[src/decode_consts.svh]
// named constants for the opcode decoder
`ifndef DECODE_CONSTS_SVH
`define DECODE_CONSTS_SVH

// instruction lengths in bytes
`define LEN_1 2'h1
`define LEN_2 2'h2
`define LEN_3 2'h3

// machine-cycle counts
`define CYC_1 3'h1
`define CYC_2 3'h2
`define CYC_4 3'h4

// opcode map boundaries and odd opcodes
`define HI_LAST           4'hC
`define HI_DEC_BRANCH     4'hD
`define OP_DEC_BRANCH_DIR 8'hD5
`define OP_XRD_PTR        8'hE0
`define OP_XRD_R0         8'hE2
`define OP_XRD_R1         8'hE3
`define OP_XWR_PTR        8'hF0
`define OP_XWR_R0         8'hF2
`define OP_XWR_R1         8'hF3

// field positions
`define SPACE_BIT   7
`define PAGE_HI     15
`define PAGE_LO     11
`define OP_PAGE_HI  7
`define OP_PAGE_LO  5
`define REG_HI      2
`define REG_LO      0
`define IND_BIT     0
`define CALL_BIT    4

`endif

[src/decode_pkg.sv]
// types shared by the opcode decoder files
package decode_pkg;

  typedef enum logic [3:0] {
    c_nop        = 4'h0,
    c_alu        = 4'h1,
    c_move       = 4'h2,
    c_bit        = 4'h3,
    c_jump       = 4'h4,
    c_call       = 4'h5,
    c_ret        = 4'h6,
    c_iret       = 4'h7,
    c_branch     = 4'h8,
    c_code_read  = 4'h9,
    c_xram_read  = 4'hA,
    c_xram_write = 4'hB,
    c_stack      = 4'hC,
    c_ptr_load   = 4'hD,
    c_reserved   = 4'hE,
    c_unsup      = 4'hF
  } op_class_type;

  typedef enum logic [3:0] {
    m_none = 4'h0, m_acc = 4'h1, m_reg = 4'h2, m_direct = 4'h3,
    m_ind = 4'h4, m_imm8 = 4'h5, m_imm16 = 4'h6, m_bit = 4'h7,
    m_page = 4'h8, m_far = 4'h9, m_rel = 4'hA, m_acc_ptr = 4'hB,
    m_acc_pc = 4'hC, m_ptr = 4'hD
  } mode_type;

  typedef enum logic [3:0] {
    k_none = 4'h0, k_always = 4'h1, k_bit_set = 4'h2, k_bit_clear = 4'h3,
    k_bit_set_clear = 4'h4, k_carry_set = 4'h5, k_carry_clear = 4'h6,
    k_acc_zero = 4'h7, k_acc_nonzero = 4'h8, k_unequal = 4'h9,
    k_dec_nonzero = 4'hA
  } cond_type;

  typedef enum logic [1:0] {
    st_opcode   = 2'b00,
    st_operand1 = 2'b01,
    st_operand2 = 2'b10,
    st_issue    = 2'b11
  } fsm_type;

  typedef struct packed {
    logic [1:0]   len;
    logic [2:0]   cycles;
    op_class_type op_class;
    mode_type     mode;
    cond_type     cond;
    logic [2:0]   reg_idx;
    logic         ind_sel;
  } decoded_type;

  typedef struct packed {
    decoded_type info;
    logic [7:0]  opcode;
    logic [7:0]  b1;
    logic [7:0]  b2;
    logic [15:0] op_pc;
    logic [15:0] next_pc;
    logic [15:0] target;
    logic [7:0]  direct_addr;
    logic        direct_is_sfr;
    logic [7:0]  imm8;
    logic [15:0] imm16;
    logic [7:0]  bit_addr;
    logic        bit_is_sfr;
    logic [7:0]  rel_offset;
  } out_type;

  typedef struct packed {
    fsm_type     state;
    logic [7:0]  op;
    logic [7:0]  b1;
    logic [15:0] pc;
    out_type     out;
  } state_type;

endpackage

[src/branch_target_unit.sv]
// destination address arithmetic for jumps, calls and branches
`timescale 1ns/100ps
`include "decode_consts.svh"
module branch_target_unit
  import decode_pkg::*;
(
  // instruction bytes
  input  wire logic [7:0]  opcode,
  input  wire logic [7:0]  b1,
  input  wire logic [7:0]  b2,
  input  wire logic [1:0]  length,
  input  wire logic [15:0] op_pc,
  // destinations
  output logic [15:0]      next_pc,
  output logic [15:0]      page_target,
  output logic [15:0]      rel_target,
  output logic [15:0]      far_target,
  output logic [7:0]       offset
);

  // wraps at 64k like the program counter itself
  function automatic logic [15:0] add16(input logic [15:0] a, input logic [15:0] b);
    return a + b;
  endfunction

  logic [15:0] rel_ext;

  // offset sits in the last byte of the instruction
  assign offset = (length == `LEN_3) ? b2 : b1;
  assign next_pc = add16(op_pc, {14'h0, length});
  // sign extension gives the +127/-128 reach
  assign rel_ext = {{8{offset[7]}}, offset};
  assign rel_target = add16(next_pc, rel_ext);
  // page taken from the following instruction, not this one
  assign page_target = {next_pc[`PAGE_HI:`PAGE_LO],
                        opcode[`OP_PAGE_HI:`OP_PAGE_LO], b1};
  assign far_target = {b1, b2};

endmodule

[src/byte_cpu_instruction_decoder.sv]
// opcode decoder: collects instruction bytes and issues a decoded record
`timescale 1ns/100ps
`include "decode_consts.svh"

module byte_cpu_instruction_decoder
  import decode_pkg::*;
(
  // clock, reset, enable
  input  wire logic        clk,
  input  wire logic        sys_rst,
  input  wire logic        clk_en,
  // byte stream from the fetch unit
  input  wire logic        fetch_valid,
  input  wire logic [7:0]  fetch_byte,
  input  wire logic [15:0] fetch_pc,
  output logic             fetch_ready,
  // decoded instruction to the datapath
  output logic             dec_valid,
  input  wire logic        dec_ready,
  output out_type          dec_out
);

  state_type   s_r;
  state_type   s_nxt;
  logic        take;
  logic        finish;
  logic [1:0]  pos;
  logic [7:0]  cur_op;
  logic [7:0]  cur_b1;
  logic [7:0]  cur_b2;
  logic [15:0] cur_pc;
  decoded_type cur_info;
  logic [15:0] next_pc;
  logic [15:0] page_target;
  logic [15:0] rel_target;
  logic [15:0] far_target;
  logic [7:0]  offset;

  // one table entry
  function automatic decoded_type mk(input logic [1:0] len, input logic [2:0] cyc,
                                     input op_class_type cls, input mode_type mode,
                                     input cond_type cond);
    decoded_type d;
    d = '0;
    d.len = len;
    d.cycles = cyc;
    d.op_class = cls;
    d.mode = mode;
    d.cond = cond;
    return d;
  endfunction

  // opcodes past the main map that the core still needs
  function automatic decoded_type decode_high(input logic [7:0] op);
    decoded_type d;
    d = mk(`LEN_1, `CYC_1, c_unsup, m_none, k_none);
    case (op)
      `OP_DEC_BRANCH_DIR: d = mk(`LEN_3, `CYC_2, c_branch, m_direct, k_dec_nonzero);
      `OP_XRD_PTR: d = mk(`LEN_1, `CYC_2, c_xram_read, m_ptr, k_none);
      `OP_XRD_R0,
      `OP_XRD_R1: d = mk(`LEN_1, `CYC_2, c_xram_read, m_ind, k_none);
      `OP_XWR_PTR: d = mk(`LEN_1, `CYC_2, c_xram_write, m_ptr, k_none);
      `OP_XWR_R0,
      `OP_XWR_R1: d = mk(`LEN_1, `CYC_2, c_xram_write, m_ind, k_none);
      default: begin
        if (op[7:4] == `HI_DEC_BRANCH && op[3]) begin
          d = mk(`LEN_2, `CYC_2, c_branch, m_reg, k_dec_nonzero);
        end
      end
    endcase
    return d;
  endfunction

  // column 0: short branches and odd singles
  function automatic decoded_type decode_col0(input logic [3:0] hi);
    decoded_type d;
    case (hi)
      4'h0: d = mk(`LEN_1, `CYC_1, c_nop, m_none, k_none);
      4'h1: d = mk(`LEN_3, `CYC_2, c_branch, m_bit, k_bit_set_clear);
      4'h2: d = mk(`LEN_3, `CYC_2, c_branch, m_bit, k_bit_set);
      4'h3: d = mk(`LEN_3, `CYC_2, c_branch, m_bit, k_bit_clear);
      4'h4: d = mk(`LEN_2, `CYC_2, c_branch, m_rel, k_carry_set);
      4'h5: d = mk(`LEN_2, `CYC_2, c_branch, m_rel, k_carry_clear);
      4'h6: d = mk(`LEN_2, `CYC_2, c_branch, m_rel, k_acc_zero);
      4'h7: d = mk(`LEN_2, `CYC_2, c_branch, m_rel, k_acc_nonzero);
      4'h8: d = mk(`LEN_2, `CYC_2, c_jump, m_rel, k_always);
      4'h9: d = mk(`LEN_3, `CYC_2, c_ptr_load, m_imm16, k_none);
      4'hA,
      4'hB: d = mk(`LEN_2, `CYC_2, c_bit, m_bit, k_none);
      4'hC: d = mk(`LEN_2, `CYC_2, c_stack, m_direct, k_none);
      default: d = mk(`LEN_1, `CYC_1, c_unsup, m_none, k_none);
    endcase
    return d;
  endfunction

  // column 2: far transfers, returns, direct logic, bit moves
  function automatic decoded_type decode_col2(input logic [3:0] hi);
    decoded_type d;
    case (hi)
      4'h0: d = mk(`LEN_3, `CYC_2, c_jump, m_far, k_none);
      4'h1: d = mk(`LEN_3, `CYC_2, c_call, m_far, k_none);
      4'h2: d = mk(`LEN_1, `CYC_2, c_ret, m_none, k_none);
      4'h3: d = mk(`LEN_1, `CYC_2, c_iret, m_none, k_none);
      4'h4,
      4'h5,
      4'h6: d = mk(`LEN_2, `CYC_1, c_alu, m_direct, k_none);
      4'h7,
      4'h8,
      4'h9: d = mk(`LEN_2, `CYC_2, c_bit, m_bit, k_none);
      4'hA,
      4'hB,
      4'hC: d = mk(`LEN_2, `CYC_1, c_bit, m_bit, k_none);
      default: d = mk(`LEN_1, `CYC_1, c_unsup, m_none, k_none);
    endcase
    return d;
  endfunction

  // column 3: rotates, indirect program reads, carry ops
  function automatic decoded_type decode_col3(input logic [3:0] hi);
    decoded_type d;
    case (hi)
      4'h0,
      4'h1,
      4'h2,
      4'h3: d = mk(`LEN_1, `CYC_1, c_alu, m_acc, k_none);
      4'h4,
      4'h5,
      4'h6: d = mk(`LEN_3, `CYC_2, c_alu, m_direct, k_none);
      4'h7: d = mk(`LEN_1, `CYC_2, c_jump, m_acc_ptr, k_none);
      4'h8: d = mk(`LEN_1, `CYC_2, c_code_read, m_acc_pc, k_none);
      4'h9: d = mk(`LEN_1, `CYC_2, c_code_read, m_acc_ptr, k_none);
      4'hA: d = mk(`LEN_1, `CYC_2, c_alu, m_ptr, k_none);
      4'hB,
      4'hC: d = mk(`LEN_1, `CYC_1, c_bit, m_none, k_none);
      default: d = mk(`LEN_1, `CYC_1, c_unsup, m_none, k_none);
    endcase
    return d;
  endfunction

  // column 4: accumulator and immediate forms
  function automatic decoded_type decode_col4(input logic [3:0] hi);
    decoded_type d;
    case (hi)
      4'h0,
      4'h1,
      4'hC: d = mk(`LEN_1, `CYC_1, c_alu, m_acc, k_none);
      4'h2,
      4'h3,
      4'h4,
      4'h5,
      4'h6,
      4'h9: d = mk(`LEN_2, `CYC_1, c_alu, m_imm8, k_none);
      4'h7: d = mk(`LEN_2, `CYC_1, c_move, m_imm8, k_none);
      4'h8,
      4'hA: d = mk(`LEN_1, `CYC_4, c_alu, m_acc, k_none);
      4'hB: d = mk(`LEN_3, `CYC_2, c_branch, m_imm8, k_unequal);
      default: d = mk(`LEN_1, `CYC_1, c_unsup, m_none, k_none);
    endcase
    return d;
  endfunction

  // column 5: direct forms
  function automatic decoded_type decode_col5(input logic [3:0] hi);
    decoded_type d;
    case (hi)
      4'h0,
      4'h1,
      4'h2,
      4'h3,
      4'h4,
      4'h5,
      4'h6,
      4'h9: d = mk(`LEN_2, `CYC_1, c_alu, m_direct, k_none);
      4'h7,
      4'h8: d = mk(`LEN_3, `CYC_2, c_move, m_direct, k_none);
      4'hA: d = mk(`LEN_1, `CYC_1, c_reserved, m_none, k_none);
      4'hB: d = mk(`LEN_3, `CYC_2, c_branch, m_direct, k_unequal);
      4'hC: d = mk(`LEN_2, `CYC_1, c_move, m_direct, k_none);
      default: d = mk(`LEN_1, `CYC_1, c_unsup, m_none, k_none);
    endcase
    return d;
  endfunction

  // columns 6 to F: indirect and register forms share one layout
  function automatic decoded_type decode_rm(input logic [3:0] hi, input mode_type rm);
    decoded_type d;
    case (hi)
      4'h0,
      4'h1,
      4'h2,
      4'h3,
      4'h4,
      4'h5,
      4'h6,
      4'h9: d = mk(`LEN_1, `CYC_1, c_alu, rm, k_none);
      4'h7: d = mk(`LEN_2, `CYC_1, c_move, rm, k_none);
      4'h8,
      4'hA: d = mk(`LEN_2, `CYC_2, c_move, rm, k_none);
      4'hB: d = mk(`LEN_3, `CYC_2, c_branch, rm, k_unequal);
      4'hC: d = mk(`LEN_1, `CYC_1, c_move, rm, k_none);
      default: d = mk(`LEN_1, `CYC_1, c_unsup, m_none, k_none);
    endcase
    return d;
  endfunction

  // whole-opcode decode; selectors fill in last for every form
  function automatic decoded_type decode(input logic [7:0] op);
    decoded_type d;
    logic [3:0]  hi;
    logic [3:0]  lo;
    hi = op[7:4];
    lo = op[3:0];
    if (hi > `HI_LAST) begin
      d = decode_high(op);
    end else begin
      case (lo)
        4'h0: d = decode_col0(hi);
        4'h1: d = mk(`LEN_2, `CYC_2, op[`CALL_BIT] ? c_call : c_jump,
                     m_page, k_none);
        4'h2: d = decode_col2(hi);
        4'h3: d = decode_col3(hi);
        4'h4: d = decode_col4(hi);
        4'h5: d = decode_col5(hi);
        4'h6,
        4'h7: d = decode_rm(hi, m_ind);
        default: d = decode_rm(hi, m_reg);
      endcase
    end
    d.reg_idx = op[`REG_HI:`REG_LO];
    d.ind_sel = op[`IND_BIT];
    return d;
  endfunction

  // byte index of the incoming byte within the instruction
  function automatic logic [1:0] byte_pos(input fsm_type st);
    case (st)
      st_opcode:   return `LEN_1;
      st_operand1: return `LEN_2;
      default:     return `LEN_3;
    endcase
  endfunction

  branch_target_unit u_target (
    .opcode      (cur_op),
    .b1          (cur_b1),
    .b2          (cur_b2),
    .length      (cur_info.len),
    .op_pc       (cur_pc),
    .next_pc     (next_pc),
    .page_target (page_target),
    .rel_target  (rel_target),
    .far_target  (far_target),
    .offset      (offset)
  );

  // bytes not yet stored come from the fetch port; absent ones read zero, except cur_b1 in st_issue, which reads s_r.b1, stale after a one-byte instruction
  assign cur_op = (s_r.state == st_opcode) ? fetch_byte : s_r.op;
  assign cur_pc = (s_r.state == st_opcode) ? fetch_pc : s_r.pc;
  assign cur_b1 = (s_r.state == st_operand1) ? fetch_byte :
                  (s_r.state == st_opcode) ? 8'h00 : s_r.b1;
  assign cur_b2 = (s_r.state == st_operand2) ? fetch_byte : 8'h00;
  assign cur_info = decode(cur_op);

  // handshakes; enable low must not let a byte or record slip
  assign fetch_ready = clk_en && (s_r.state != st_issue);
  assign dec_valid = clk_en && (s_r.state == st_issue);
  assign take = fetch_valid && fetch_ready;
  assign pos = byte_pos(s_r.state);
  assign finish = take && (pos == cur_info.len);
  assign dec_out = s_r.out;

  // next-state and record assembly
  always_comb begin
    s_nxt = s_r;
    case (s_r.state)
      st_opcode: begin
        if (take) begin
          s_nxt.op = fetch_byte;
          s_nxt.pc = fetch_pc;
          s_nxt.state = st_operand1;
        end
      end
      st_operand1: begin
        if (take) begin
          s_nxt.b1 = fetch_byte;
          s_nxt.state = st_operand2;
        end
      end
      st_operand2: begin
        if (take) begin
          s_nxt.state = st_issue;
        end
      end
      st_issue: begin
        if (dec_ready) begin
          s_nxt.state = st_opcode;
        end
      end
      default: s_nxt.state = st_opcode;
    endcase
    if (finish) begin
      s_nxt.state = st_issue;
      s_nxt.out.info = cur_info;
      s_nxt.out.opcode = cur_op;
      s_nxt.out.b1 = cur_b1;
      // unused trailing bytes read as zero
      s_nxt.out.b2 = (cur_info.len == `LEN_3) ? cur_b2 : 8'h00;
      if (cur_info.len == `LEN_1) begin
        s_nxt.out.b1 = 8'h00;
      end
      s_nxt.out.op_pc = cur_pc;
      s_nxt.out.next_pc = next_pc;
      s_nxt.out.direct_addr = cur_b1;
      s_nxt.out.direct_is_sfr = cur_b1[`SPACE_BIT];
      s_nxt.out.bit_addr = cur_b1;
      s_nxt.out.bit_is_sfr = cur_b1[`SPACE_BIT];
      // immediate after a direct operand sits in the third byte
      s_nxt.out.imm8 = (cur_info.len == `LEN_3 && cur_info.cond != k_unequal)
                       ? cur_b2 : cur_b1;
      s_nxt.out.imm16 = far_target;
      s_nxt.out.rel_offset = offset;
      // accumulator-relative jumps resolve in the datapath
      case (cur_info.mode)
        m_page: s_nxt.out.target = page_target;
        m_far: s_nxt.out.target = far_target;
        default: s_nxt.out.target = (cur_info.cond != k_none) ? rel_target : next_pc;
      endcase
    end
  end

  // single state register, frozen while the enable is low
  always_ff @(posedge clk) begin
    if (sys_rst) begin
      s_r <= '0;
    end else if (clk_en) begin
      s_r <= s_nxt;
    end
  end

endmodule

[config.mk]
export PLATFORM = sky130hd
export DESIGN_NAME = byte_cpu_instruction_decoder
export DESIGN_NICKNAME = d
export VERILOG_FILES = /design/src/decode_pkg.sv /design/src/branch_target_unit.sv /design/src/byte_cpu_instruction_decoder.sv
export VERILOG_INCLUDE_DIRS = /design/src
export SDC_FILE = /design/constraint.sdc
export NUM_CORES = 1
export LEC_CHECK = 0
export ABC_AREA = 1
export BUFFER_PORTS_ARGS = -buffer_cell sky130_fd_sc_hd__buf_2
export CORE_MARGIN = 2
export CORE_UTILIZATION = 60
export DETAILED_ROUTE_END_ITERATION = 6
export PLACE_DENSITY = 0.95
export SKIP_LAST_GASP = 1
export SLEW_MARGIN = 30
export SYNTH_ARGS = -nofsm -noshare
export SYNTH_HDL_FRONTEND = slang
export SYNTH_SLANG_ARGS = --single-unit
[constraint.sdc]
create_clock -name clk -period 12.2 [get_ports clk]
set_clock_uncertainty 0.15 [all_clocks]
set_input_delay 2.44 -clock clk [delete_from_list [all_inputs] [get_ports clk]]
set_output_delay 2.44 -clock clk [all_outputs]
set_load 0.01 [all_outputs]
# Yosys cells after proc, flatten, opt, wreduce, memory -nomap -nowiden
# Memories as Yosys holds them, arrays and structs flattened.
# Cells that the tools add are included.
dict set report word_totals {
  latchBits 0
  word_cells 100
  ramBits 0
  reg_bits 168
  in_bits 29
  romBits 1376
  n_memories 7
  output_inout_bits 145
}
# memory depth width read_ports rd_clocked_by_memory_dff wr line
set mem_list {}
lappend mem_list {{(name not given)} 16 16 1 0 0 byte_cpu_instruction_decoder.sv:77} ;# case (hi)
lappend mem_list {{(name not given)} 16 13 1 0 0 byte_cpu_instruction_decoder.sv:143} ;# case (hi)
lappend mem_list {{(name not given)} 16 12 1 0 0 byte_cpu_instruction_decoder.sv:99} ;# case (hi)
lappend mem_list {{(name not given)} 16 12 1 0 0 byte_cpu_instruction_decoder.sv:165} ;# case (hi)
lappend mem_list {{(name not given)} 16 11 1 0 0 byte_cpu_instruction_decoder.sv:121} ;# case (hi)
lappend mem_list {{(name not given)} 16 11 1 0 0 byte_cpu_instruction_decoder.sv:187} ;# case (hi)
lappend mem_list {{+1 memories} - - - - - -}
dict set report classes {
  addsub 2
  magnitude_cmp 1
  eq_ne 29
  bitwise_logic 0
  reduce_logical 16
  muxes 23
  mul 0
  shifts 0
  div 0
}
# op count
set op_table {}
lappend op_table {{case mux 21 bit (7 select lines)} 1}
lappend op_table {{case mux 21 bit (5 select lines)} 1}
lappend op_table {{two-way mux 8 bit} 8}
lappend op_table {{equality test 8 bit, second input constant} 7}
lappend op_table {{two-way mux 21 bit} 2}
lappend op_table {{two-way mux 16 bit} 2}
lappend op_table {{case mux 16 bit (2 select lines)} 1}
lappend op_table {{adder 16 bit} 1}
lappend op_table {{adder 16 x 2 -> 16 bit} 1}
lappend op_table {{equality test 4 x 3 -> 1 bit, second input constant} 4}
lappend op_table {{equality test 4 bit, second input constant} 3}
lappend op_table {{!= test 3 bit, second input constant} 4}
lappend op_table {{two-way mux 10 bit} 1}
lappend op_table {{equality test 4 x 2 -> 1 bit, second input constant} 2}
lappend op_table {{two-way mux 2 bit} 4}
lappend op_table {{case mux 2 bit (4 select lines)} 1}
lappend op_table {{equality test 2 bit, second input constant} 3}
lappend op_table {{logical AND 1 bit} 6}
lappend op_table {{AND reduction 3 bit} 2}
lappend op_table {{OR reduction 2 bit} 3}
lappend op_table {{AND reduction 5 bit} 1}
lappend op_table {{equality test 2 x 1 -> 1 bit, second input constant} 2}
lappend op_table {{equality test 4 x 1 -> 1 bit, second input constant} 1}
lappend op_table {{greater-than comparator 4 bit, second input constant} 1}
lappend op_table {{other kinds (9)} 9}

# Logic depth before layout (Yosys ltp)
# Gate-level depths: netlist (run 1).
dict set report depth {
  ltp_word 12
  ltp_mapped 38
  depth_no_buf 37
}

# Hierarchy
# From an unflattened synthesis (run 1), not the netlist that was laid out.
dict set report unflattened {
  cells_unflattened 1652
  hier_area_um2 10991.8
}
# mod instances area_per_inst_um2 cells_per_inst seq_area_each_um2
set by_module_without_submodules {}
lappend by_module_without_submodules {byte_cpu_instruction_decoder 1 9429.0 1402 3263.1}
lappend by_module_without_submodules {branch_target_unit 1 1562.7 250 0.0}

# Worst setup path after synthesis (run 1)
# No wires, ideal clock.
dict set report synth_timing {
  path_kind {input port to flip-flop}
  startpoint {input fetch_byte[5]}
  endpoint {register s_r, in the netlist dec_out[63]}
  arrival_ps 6259
  n_path_buf 0
  setup_slack_ps 5671
  path_stages 30
  setup_ps 120
  cell_sequence {inv_1 > nand2_1 > nand2_2 > nor2_1 > nand2_1 > nand2_1 > nand2_1 > nand2_1 > nor2_1 > nand3_1 > nand2_1 > inv_2 > ha_1 > inv_1 > fa_1 > nor3_1 > nand2_1 > nor2_1 > nand2_1 > xor2_1 > ha_1 > nand2_1 > nor2_1 > a211oi_1 > nand3_1 > a31oi_1 > xor2_1 > o21ai_0 > a21oi_1 > a21oi_1}
}
# item line
set synth_rtl {}
lappend synth_rtl {{start, declared} byte_cpu_instruction_decoder.sv:14} ;# input wire logic [7:0] fetch_byte,
lappend synth_rtl {{end signal, assigned} byte_cpu_instruction_decoder.sv:336} ;# s_r <= s_nxt;
lappend synth_rtl {{end, declared} byte_cpu_instruction_decoder.sv:23} ;# state_type s_r;

==> results of run 1 <==
-- cell families after synthesis --
| group | count (synthesis) | synth area share [%] |
|---|---|---|
| AOI/OAI and AO/OA | 356 | 20.7 |
| adders and majority gates | 24 | 3.24 |
| and+or+nand+nor | 521 | 22.8 |
| xor gates and xnor gates | 23 | 2.15 |
| buffers and inverters | 312 | 18.7 |
| muxes | 4 | 0.412 |
| DFF | 155 | 31.9 |
-- power groups by stage --
| stage | Sequential, W | Clock [W] | Combinational [W] |
|---|---|---|---|
| after floorplan | 0.000642 | 0 | 0.000905 |
| after global placement | 0.000652 | 0 | 0.00108 |
| after detailed placement | 0.000654 | 0 | 0.00109 |
| after CTS | 0.000645 | 0.000553 | 0.00109 |
| after global routing | 0.000656 | 0.000577 | 0.00122 |
| final | 0.000647 | 0.000556 | 0.00113 |
-- area by class of cell --
cell class	count	share of cell area (%)
Sequential cell	155	30.8
Clock inverter	13	1.64
Multi-Input combinational cell	928	47.6
Tap cell	216	2.68
Inverter	102	3.85
Clock buffer	19	4.29
Timing Repair Buffer	181	9.18
-- worst reg2reg max path, delay by kind of cell (launching register included) --
kind / cells / cell delay, ns
AND/OR/NAND/NOR: 16 / 2.56
buffers and inverters: 6 / 0.96
XOR/XNOR: 2 / 0.42
flip-flops: 1 / 0.34
AO/OA/AOI/OAI: 5 / 0.82
adder cells (fa/ha/maj): 4 / 1.15
-- synth_stat cells, types with 4 or more instances --
cell,instances,area share (%)
buf_6,6,0.70
clkbuf_1,33,1.3
nor2_2,7,0.45
o22ai_1,11,0.71
a211oi_1,7,0.54
o21bai_1,8,0.62
buf_2,19,0.98
nor2_1,121,4.7
a31oi_1,11,0.71
ha_1,22,2.8
or2_2,12,0.77
nand2_2,13,0.84
o211ai_1,7,0.54
nor3_1,14,0.72
nor4_1,4,0.26
o21ai_0,121,6.2
o21ai_1,7,0.36
nand4_1,10,0.64
xor2_1,17,1.5
nand3_1,75,3.9
inv_1,93,3.6
nand2_1,259,10
a211oi_2,13,1.7
dfxtp_1,155,32
xnor2_1,5,0.45
mux2i_1,4,0.41
buf_4,151,12
inv_2,6,0.23
a21oi_1,155,8.0
-- per-layer routing --
metal,vias up,routed length [um]
met5,-,0
met4,0,1220
met3,106,3040
met2,615,13100
met1,4348,12400
li1,4465,-
-- stage by stage --
step	hold slack, ns	setup slack (ns)	cells	cell area [um2]	total power [W]
6_report	0.306	4.77	1614	10100	0.00233
5_1_grt	0.314	4.32	1614	10100	0.00246
4_1_cts	0.303	4.88	1614	10100	0.00229
3_5_place_dp	0.294	4.43	1582	9480	0.00174
3_3_place_gp	0.285	4.69	1582	9480	0.00173
2_1_floorplan	0.274	5.67	1395	9720	0.00155
-- path summary, 6_finish.rpt --
kind | slack [ns] | end | startpoint
setup / recovery | 4.77 | dec_out[63]$_SDFFE_PP0P_ | fetch_byte[7]
setup reg to reg | 5.69 | dec_out[63]$_SDFFE_PP0P_ | s_r[175]$_SDFFE_PP0P_
hold reg to reg | 0.31 | s_r[145]$_SDFFE_PP0P_ | s_r[145]$_SDFFE_PP0P_
hold / removal | 0.31 | s_r[145]$_SDFFE_PP0P_ | s_r[145]$_SDFFE_PP0P_
-- state kept, by name, summed over array words and instances (netlist names) --
register and count:
s_r 34, dec_out 121
==> results.py, run 1 <==
metrics = {
    "die": {
        "dieArea_um2": 17200,
        "core-area_um2": 15900,
        "ios": 174,
        "die_w_um": 131,
        "initial_utilization_pct": 61.2,
        "die_y_um": 131,
        "rows": 46,
    },
    "yosys": {
        "ys_async_sr_fraction_pct": 0,
        "avgSynthCellArea_um2": 6.97,
        "synth_cells": 1395,
        "yosys_warnings": 0,
        "yosysUniqueCellTypes": 49,
        "synth_nets": 1448,
        "synth_edf_count": 0,
        "synth_seq_cells": 155,
        "syn-cell-area_um2": 9720,
        "synth.yosys.seq_area_share_pct": 31.9,
        "synth_ff_type": "dfxtp_1",
    },
    "placed_design": {
        "gp_congestion": 1.01,
        "port_buffers": 173,
        "dpl.hpwl_um": 21700,
    },
    "sta": {
        "max_freq_ghz": 0.135,
        "finalMaxSlewViolations": 0,
        "maxSlewHeadroom_pct": 31.4,
        "timing.setup.tns_ns": 0,
        "setup_violations": 0,
        "rsz0062_at_grt": "false",
        "fin_crit_ns": 7.43,
        "fin_crit_sh_pct": 60.9,
        "hold_viol": 0,
        "worst_slew_pin_slew_ns": 1.02,
    },
    "finish": {
        "final_nets": 1438,
        "syn_to_final_growth_pct": 3.75,
        "fillers": 1396,
        "mostFrequentLayoutCells": "259 x nand2_1, 173 x buf_2, 155 x a21oi_1, 155 x dfxtp_1",
        "drive_gt1_share_pct": 19.3,
        "seq_area_um2": 3100,
        "antenna_cells": 0,
        "multi_input_area_um2": 4800,
        "mostFrequentLayoutCell": "nand2_1",
        "fin_util_pct": 63.5,
    },
    "cts": {
        "cts_root_buf": "clkbuf_16",
        "path_clk_slew_ns": 0.07,
        "postCtsHoldBufs": 0,
        "cts_tree": "done",
        "htree_levels": 4,
        "cts_setup_buffers": 0,
        "clock_sink_count": 155,
        "clock_path_buffers": 2,
        "post_cts_resized": 0,
        "insertion_delay_ns": 0.44,
        "numCtsBuffers": 17,
    },
    "power": {
        "power.net_switching_w": 0.00107,
        "switching_share_pct": 45.9,
        "power_leakage_nw": 4.66,
        "p_seq_share_pct": 27.8,
        "power_density_nw_per_um2": 231,
        "combPwrFrac_pct": 48.3,
        "pwr-share-clk_pct": 23.9,
        "ir_worst_vdd_uv": 120,
        "p_int_w": 0.00126,
    },
    "worst_setup_path": {
        "cp_data_arrival_time_ns": 7.60,
        "critical_path.max_fanout": 16,
        "critPathKind": "primary input to register",
        "crit_path_frequent_cell": "nand2_1",
        "reg2reg_depth": 33,
        "required_ns": 12.36,
        "crit_buf_inv": 5,
        "slowest_stage": "nand2_1",
        "end_kind": "register",
        "cp.depth": 31,
        "path_delay_family": "simple AND/OR/NAND/NOR gates",
        "cp-start-kind": "primary input",
        "max_stage_delay_ns": 0.48,
    },
    "global_route": {
        "use_met1_pct": 44.5,
        "grt_first_pass_wirelength_um": 46300,
        "met2_usage_pct": 52.2,
        "grt_overflow": 0,
        "gr-usage-met3_pct": 7.37,
        "grt_max_degree": 99,
        "track_usage_pct": 33.4,
        "antenna_found_initial": 0,
        "grt_pass1_vias": 8664,
        "busiest_layer": "met2",
    },
    "routing": {
        "drc": 0,
        "vias": 9534,
        "via_per_inst": 5.91,
        "wl_per_cell_um": 18.4,
        "wirelength_um": 29700,
        "firstDrtPassIters": 7,
        "drt_iter0_markers": 1327,
        "ant_nets": 0,
    },
    "min_path": {
        "hold_class": "register to register",
        "hold_depth": 2,
    },
    "outcome": {
        "outcome": "finished clean",
    },
    "run": {
        "maxCapViolations": 0,
    },
}
Note: power is estimated with default switching activity, not from simulation.
==> run 2: changes to the inputs <==
--- a/config.mk
+++ b/config.mk
@@ -6,12 +6,12 @@
 export SDC_FILE = /design/constraint.sdc
 export NUM_CORES = 1
 export LEC_CHECK = 0
-export ABC_AREA = 1
+export ABC_AREA = 0
 export BUFFER_PORTS_ARGS = -buffer_cell sky130_fd_sc_hd__buf_2
 export CORE_MARGIN = 2
-export CORE_UTILIZATION = 60
+export CORE_UTILIZATION = 52
 export DETAILED_ROUTE_END_ITERATION = 6
-export PLACE_DENSITY = 0.95
+export PLACE_DENSITY = 0.9
 export SKIP_LAST_GASP = 1
 export SLEW_MARGIN = 30
 export SYNTH_ARGS = -nofsm -noshare
==> constraint.sdc (replaced) <==
create_clock -name clk -period 6 [get_ports clk]
set_clock_uncertainty 0.15 [all_clocks]
set_input_delay 1.2 -clock clk [delete_from_list [all_inputs] [get_ports clk]]
set_output_delay 1.2 -clock clk [all_outputs]
set_load 0.01 [all_outputs]
==> run 2 against run 1 <==
Against the previous run: utilization shrank 0.63 points; hold slack lost 0.0073 ns; global-route usage shrank 0.86 points; power grew 82%; clock power grew 100%; final area grew 17%; flip-flop and latch count is the same; synthesized cell count shrank 8.0%; largest power group unchanged; highest routed layer unchanged.
==> results.py, run 2 <==
metrics = {
    "die": {
        "dieArea_um2": 20100,
        "die_y_um": 142,
        "die_w_um": 142,
        "rows": 50,
        "core-area_um2": 18700,
        "initial_utilization_pct": 52.8,
        "ios": 174,
    },
    "worst_setup_path": {
        "critical_path.max_fanout": 5,
        "max_stage_delay_ns": 0.56,
        "end_kind": "register",
        "slowest_stage": "or4b_1",
        "crit_buf_inv": 2,
        "path_delay_family": "simple AND/OR/NAND/NOR gates",
        "crit_chain": "buf_2, or4b_1, nand2_1, nand2_2, a311oi_2, a21oi_2, nor2_4, inv_1, ha_1, a21oi_2, or3_1, or4_4, nor2b_2, xnor2_2, ha_1, nand2_1, nor2_1, a211oi_2, o31ai_2, a21o_1, a21o_1, and3_1, o311ai_1, a41oi_1",
        "required_ns": 6.15,
        "cp-start-kind": "primary input",
        "cp_data_arrival_time_ns": 6.01,
        "reg2reg_slack_ns": 0.15,
        "critPathKind": "primary input to register",
    },
    "yosys": {
        "yosys.area.top_type_share_pct": 31.4,
        "synth.most_common_cell": "nand2_1",
        "synthTopCellsByArea": "dfxtp_1 31%, buf_4 11%, nand2_1 7.4%, a21oi_1 6.7%, nor2_1 4.0%",
        "yosys_warnings": 0,
        "avgSynthCellArea_um2": 7.70,
        "ys_async_sr_fraction_pct": 0,
        "synth.yosys.seq_area_share_pct": 31.4,
        "synth_top_cells_by_count": "194 x nand2_1, 155 x dfxtp_1, 144 x buf_4, 133 x a21oi_1, 106 x nor2_1",
        "syn-cell-area_um2": 9880,
        "synth_edf_count": 0,
        "synth_ff_type": "dfxtp_1",
        "synth_seq_cells": 155,
        "synth.largest_area_cell": "dfxtp_1",
        "synth_nets": 1337,
        "synth_cells": 1284,
        "yosysUniqueCellTypes": 79,
    },
    "sta": {
        "setup_violations": 0,
        "setup_ws_ns": 0.133,
        "fin_crit_ns": 5.87,
        "maxSlewHeadroom_pct": 36.1,
        "max_freq_ghz": 0.170,
        "fin_crit_sh_pct": 97.8,
        "hold_viol": 0,
        "worst_slew_pin_slew_ns": 0.953,
        "finalMaxSlewViolations": 0,
    },
    "finish": {
        "finalNonFillerCells": 1671,
        "largest_reg_flops": 121,
        "fillers": 1613,
        "syn_to_final_growth_pct": 18.9,
        "mostFrequentLayoutCell": "nand2_1",
        "drive_gt1_share_pct": 30.6,
        "final_nets": 1476,
        "mostFrequentLayoutCells": "193 x nand2_1, 172 x buf_2, 171 x buf_4",
    },
    "routing": {
        "vias": 10064,
        "wl_per_cell_um": 20.0,
        "via_per_inst": 6.02,
        "firstDrtPassIters": 6,
        "drt_iter0_markers": 1117,
        "wirelength_um": 33500,
        "ant_nets": 0,
        "drc": 0,
    },
    "placed_design": {
        "port_buffers": 173,
        "dp.cells": 1630,
        "dpl.hpwl_um": 24700,
        "gp_congestion": 1.03,
        "place_ws_ns": -0.270,
    },
    "power": {
        "ir_worst_vdd_uv": 208,
        "power_density_nw_per_um2": 360,
        "power_leakage_nw": 5.12,
    },
    "global_route": {
        "antenna_found_initial": 1,
        "grt_max_degree": 75,
        "grt_pass1_vias": 9141,
        "grt_overflow": 0,
        "track_usage_pct": 32.6,
        "grt_first_pass_wirelength_um": 51400,
    },
    "cts": {
        "htree_levels": 4,
        "cts_root_buf": "clkbuf_16",
        "cts_tree": "done",
        "numCtsBuffers": 17,
        "insertion_delay_ns": 0.44,
        "clock_sink_count": 155,
        "path_clk_slew_ns": 0.07,
        "clock_path_buffers": 2,
    },
    "outcome": {
        "outcome": "finished clean",
    },
    "run": {
        "maxCapViolations": 0,
    },
    "min_path": {
        "hold_class": "register to register",
    },
}
-- run 2: layout make-up --
class / count / area (um2) / area share, %
Multi-Input combinational cell: 887 / 5460 / 46.5
Sequential cell: 155 / 3100 / 26.4
Timing Repair Buffer: 349 / 2240 / 19.1
Clock buffer: 17 / 425 / 3.62
Tap cell: 234 / 293 / 2.49
Clock inverter: 15 / 175 / 1.49
Inverter: 13 / 48.8 / 0.415
Antenna cell: 1 / 2.50 / 0.0213
-- run 2: logic make-up (layout without fill, tap and decap cells) --
family / Yosys count / count (layout) / share of synthesized area (%)
compound gates: 332 / 332 / 21.5
buf+inv: 242 / 394 / 15.3
flops: 155 / 155 / 31.4
mux: 45 / 45 / 4.68
fa+ha+maj: 24 / 24 / 3.19
other cells: 0 / 1 / 0
simple gates: 459 / 459 / 21.5
xor+xnor: 27 / 27 / 2.39
-- run 2: path summary, 6_finish.rpt --
kind | startpoint | endpoint | cells after the start
hold / removal | dec_out[131]$_SDFFE_PP0P_ | dec_out[131]$_SDFFE_PP0P_ | 2
setup / recovery | fetch_byte[5] | dec_out[65]$_SDFFE_PP0P_ | 24
hold reg to reg | dec_out[131]$_SDFFE_PP0P_ | dec_out[131]$_SDFFE_PP0P_ | 2
setup reg to reg | s_r[175]$_SDFFE_PP0P_ | dec_out[65]$_SDFFE_PP0P_ | 27
-- run 2: what timing repair did --
action	4_1_cts	5_1_grt
endpoints found under the hold margin	0	0
resized for setup	0	24
pin swaps	1	9
hold buffers	0	0
setup buffers	1	7
setup endpoints to repair	1	8
-- run 2: per-stage QoR --
stage	cell area, um2	setup TNS (ns)	hold WS, ns	utilization, %	power, W
after global routing	11800	-0.239	0.310	62.8	0.00443
after global placement	11000	-0.450	0.285	58.7	0.00302
after floorplan	9960	0	0.282	-	0.00244
after CTS	11600	0	0.300	62.0	0.00415
final	11800	0	0.299	62.8	0.00423
after detailed placement	11000	-1.05	0.291	58.7	0.00303
-- run 2: metal layers --
metal / routed length (um) / GRT usage (%) / up-vias
met5: 0 / 0 / -
met4: 1430 / 14.4 / 0
met3: 2840 / 6.04 / 118
met2: 15200 / 51.0 / 557
met1: 14000 / 44.0 / 4706
li1: - / - / 4683
-- run 2: power breakdown --
group,switching [W],total [W],internal (W)
logic,0.00110,0.00190,0.000801
clock network,0.000525,0.00112,0.000596
registers,0.0000709,0.00121,0.00114
total,0.00169,0.00423,0.00254
-- run 2: worst register-to-register path, stage by stage, from the launching register on --
cell and delay (ns):
dfxtp_1 0.35, inv_2 0.11, ha_4 0.22, clkbuf_4 0.23
buf_4 0.19, mux2_4 0.31, buf_4 0.16, o211ai_1 0.12
a21oi_1 0.10, a31o_2 0.27, nor2_4 0.14, inv_1 0.07
ha_1 0.29, a21oi_2 0.08, or3_1 0.40, or4_4 0.46
nor2b_2 0.18, xnor2_2 0.11, ha_1 0.35, nand2_1 0.10
nor2_1 0.06, a211oi_2 0.23, o31ai_2 0.11, a21o_1 0.20
a21o_1 0.19, and3_1 0.17, o311ai_1 0.22, a41oi_1 0.14
==> run 3: changes to the inputs <==
--- a/config.mk
+++ b/config.mk
@@ -9,11 +9,12 @@
 export ABC_AREA = 0
 export BUFFER_PORTS_ARGS = -buffer_cell sky130_fd_sc_hd__buf_2
 export CORE_MARGIN = 2
-export CORE_UTILIZATION = 52
+export CORE_UTILIZATION = 53
 export DETAILED_ROUTE_END_ITERATION = 6
 export PLACE_DENSITY = 0.9
 export SKIP_LAST_GASP = 1
 export SLEW_MARGIN = 30
 export SYNTH_ARGS = -nofsm -noshare
 export SYNTH_HDL_FRONTEND = slang
+export SYNTH_HIERARCHICAL = 1
 export SYNTH_SLANG_ARGS = --single-unit
==> run 3 against run 2 <==
Against the previous run: the run now ends with design-rule violations left; combinational power increased by 3%; setup slack improved by 0.21 ns; synthesized cell count increased by 5.5%; maximum frequency increased by 3.7%; critical path depth decreased by 2.
==> results.py, run 3 <==
metrics = {
    "placed_design": {
        "port_buffers": 173,
        "dp.cells": 1623,
        "dpl.hpwl_um": 25300,
        "gp_congestion": 0.961,
    },
    "sta": {
        "hold_viol": 0,
        "fin_crit_ns": 5.66,
        "holdWs_ns": 0.304,
        "setup_violations": 0,
        "worst_slew_pin_slew_ns": 0.972,
        "maxSlewHeadroom_pct": 35.2,
        "finalMaxSlewViolations": 0,
        "fin_crit_sh_pct": 94.3,
        "max_freq_ghz": 0.177,
        "rsz0062_at_grt": "false",
    },
    "finish": {
        "syn_to_final_growth_pct": 7.59,
        "final_nets": 1430,
        "drive_gt1_share_pct": 26.3,
        "fillers": 1743,
        "finalNonFillerCells": 1657,
        "mostFrequentLayoutCell": "a21oi_1",
        "largest_reg_flops": 129,
        "mostFrequentLayoutCells": "175 x a21oi_1, 172 x buf_2, 163 x dfxtp_1",
    },
    "yosys": {
        "synth_cells": 1355,
        "yosys.area_share.xor_xnor_pct": 2.58,
        "yosysUniqueCellTypes": 84,
        "ys_async_sr_fraction_pct": 0,
        "synth.largest_area_cell": "dfxtp_1",
        "synth-compound-area-share_pct": 23.3,
        "synth_top_family_by_area": "compound AO/OA/AOI/OAI gates",
        "synth_edf_count": 0,
        "yosys_warnings": 6,
        "syn-cell-area_um2": 11100,
        "synth.most_common_cell": "buf_4",
        "synth_ff_type": "dfxtp_1",
        "avgSynthCellArea_um2": 8.20,
        "synth_seq_cells": 163,
        "yosys.area.top_type_share_pct": 29.4,
        "synth_nets": 1412,
        "synthTopCellsByArea": "dfxtp_1 29%, buf_4 12%, a21oi_1 7.9%, mux2i_1 4.7%, o21ai_0 3.3%",
        "synthMuxAreaShare_pct": 8.20,
        "synth-simple-area-share_pct": 16.2,
        "synth_top_cells_by_count": "176 x buf_4, 175 x a21oi_1, 163 x dfxtp_1, 91 x nand2_1, 73 x o21ai_0",
        "synth.yosys.seq_area_share_pct": 29.4,
        "synthAdderAreaFrac_pct": 3.29,
    },
    "min_path": {
        "hold_depth": 2,
        "hold-path-endpoint": "s_r[153]$_SDFFE_PP0P_",
        "worstHoldStart": "s_r[153]$_SDFFE_PP0P_",
        "hold_class": "register to register",
    },
    "cts": {
        "postCtsHoldBufs": 0,
        "clock_sink_count": 163,
        "clock_path_buffers": 2,
        "numCtsBuffers": 17,
        "insertion_delay_ns": 0.43,
        "cts_tree": "done",
        "htree_levels": 4,
        "cts_root_buf": "clkbuf_16",
        "path_clk_slew_ns": 0.07,
    },
    "global_route": {
        "grt_overflow": 0,
        "grt_max_degree": 94,
        "track_usage_pct": 30.4,
        "grt_pass1_vias": 9473,
        "grt_first_pass_wirelength_um": 52800,
        "antenna_found_initial": 1,
    },
    "worst_setup_path": {
        "required_ns": 6.17,
        "r2r-end": "dec_out[60]$_SDFFE_PP0P_",
        "reg2reg_depth": 23,
        "path_delay_family": "compound AO/OA/AOI/OAI gates",
        "critical_path.max_fanout": 5,
        "max_stage_delay_ns": 0.57,
        "cp_data_arrival_time_ns": 5.83,
        "crit_chain": "buf_2, mux2i_2, inv_1, ha_1, or4_1, a21oi_1, or3_1, nor2_1, nor2_2, buf_4, nand2_2, mux2_1, ha_1, fa_1, a21o_1, a221oi_4, o21ai_4, a21oi_1, xnor2_1, mux2i_1, mux2i_1, a22o_1",
        "crit_buf_inv": 3,
        "end_kind": "register",
        "slowest_stage": "or4_1",
        "critPathKind": "primary input to register",
        "rr_startpoint": "s_r[175]$_SDFFE_PP0P_",
        "cp-start-kind": "primary input",
        "reg2reg_slack_ns": 0.36,
    },
    "power": {
        "p_seq_share_pct": 29.1,
        "switching_share_pct": 41.5,
        "pwr-share-clk_pct": 26.5,
        "power_density_nw_per_um2": 369,
        "power_leakage_nw": 5.18,
        "combPwrFrac_pct": 44.5,
        "power.net_switching_w": 0.00183,
        "p_int_w": 0.00258,
        "ir_worst_vdd_uv": 211,
    },
    "routing": {
        "ant_nets": 0,
        "via_per_inst": 6.31,
        "drc": 4,
        "wirelength_um": 35000,
        "wl_per_cell_um": 21.1,
        "firstDrtPassIters": 7,
        "drt_iter0_markers": 1296,
        "vias": 10463,
    },
    "die": {
        "initial_utilization_pct": 54.4,
        "rows": 52,
        "ios": 174,
        "die_w_um": 149,
        "core-area_um2": 20400,
        "die_y_um": 149,
        "dieArea_um2": 22100,
    },
    "run": {
        "maxCapViolations": 0,
    },
    "outcome": {
        "violations": "design-rule violations",
        "outcome": "finished with violations",
    },
}
-- run 3: cell count changes in the layout (fill, tap and decap cells not counted), moves of 17 or more --
cell and change:
nor2_1 -76, buf_4 -74, o21ai_0 +36, nor2b_1 +26, a22o_1 +17, nand3_1 +32, a21oi_1 +46, nand2_1 -102
-- run 3: logic make-up after synthesis --
logic type                 after synthesis
AOI/OAI and AO/OA                      411
and+or+nand+nor                        342
buffers and inverters                  296
DFF                                    163
muxes                                   84
xor gates and xnor gates                31
adders and majority gates               28
-- run 3: worst max-delay path by stage --
| stage | start | to | slack [ns] | depth (start not counted) |
|---|---|---|---|---|
| global placement | fetch_byte[4] | dec_out[64]$_SDFFE_PP0P_ | 0.09 | 22 |
| detailed placement | fetch_byte[4] | dec_out[64]$_SDFFE_PP0P_ | -0.14 | 22 |
| CTS | fetch_byte[4] | dec_out[64]$_SDFFE_PP0P_ | 0.28 | 22 |
| floorplan | fetch_byte[5] | dec_out[64]$_SDFFE_PP0P_ | 0.05 | 22 |
| global route | s_r[176]$_SDFFE_PP0P_ | dec_out[60]$_SDFFE_PP0P_ | 0.05 | 23 |
| finish | fetch_byte[4] | dec_out[60]$_SDFFE_PP0P_ | 0.34 | 22 |
-- run 3: per-stage QoR --
step / instance area (um2) / util (%) / power [W] / setup TNS (ns) / worst slack (ns)
2_1_floorplan: 11100 / - / 0.00275 / 0 / 0.0504
3_3_place_gp: 11300 / 55.3 / 0.00315 / 0 / 0.0875
3_5_place_dp: 11300 / 55.3 / 0.00319 / -0.429 / -0.144
4_1_cts: 11900 / 58.3 / 0.00435 / 0 / 0.280
5_1_grt: 12000 / 58.5 / 0.00459 / 0 / 0.0499
6_report: 12000 / 58.5 / 0.00441 / 0 / 0.345
-- run 3: final cells by class --
type                            count  area, um2  area share, %
Antenna cell                        1       2.50         0.0209
Sequential cell                   163       3260           27.3
Inverter                           23       86.3          0.722
Clock buffer                       18        439           3.68
Multi-Input combinational cell    896       6000           50.2
Timing Repair Buffer              272       1640           13.7
Tap cell                          270        338           2.83
Clock inverter                     14        183           1.53
-- run 3: timing repair --
action | in CTS | in global routing
endpoints found under the setup margin | 0 | 3
gates resized for setup | 0 | 2
buffers inserted | 0 | 0
-- run 3: worst min-delay path: stages, from the launching register on --
cell and delay (ns):
dfxtp_1 0.31, nand2_1 0.05, a21oi_1 0.05
-- run 3: power by group through the flow --
stage	clock (W)	sequential, W	combinational (W)
floorplan	0	0.00128	0.00147
global placement	0	0.00130	0.00185
detailed placement	0	0.00130	0.00189
CTS	0.00117	0.00128	0.00190
global route	0.00121	0.00129	0.00209
finish	0.00117	0.00128	0.00196
-- run 3: routing by layer --
metal,up-vias,share of wire (%),global-route usage [%]
li1,4728,-,-
met1,4948,42,42.6
met2,693,45,46.2
met3,94,10,6.51
met4,0,2.8,11.1
met5,-,0,0
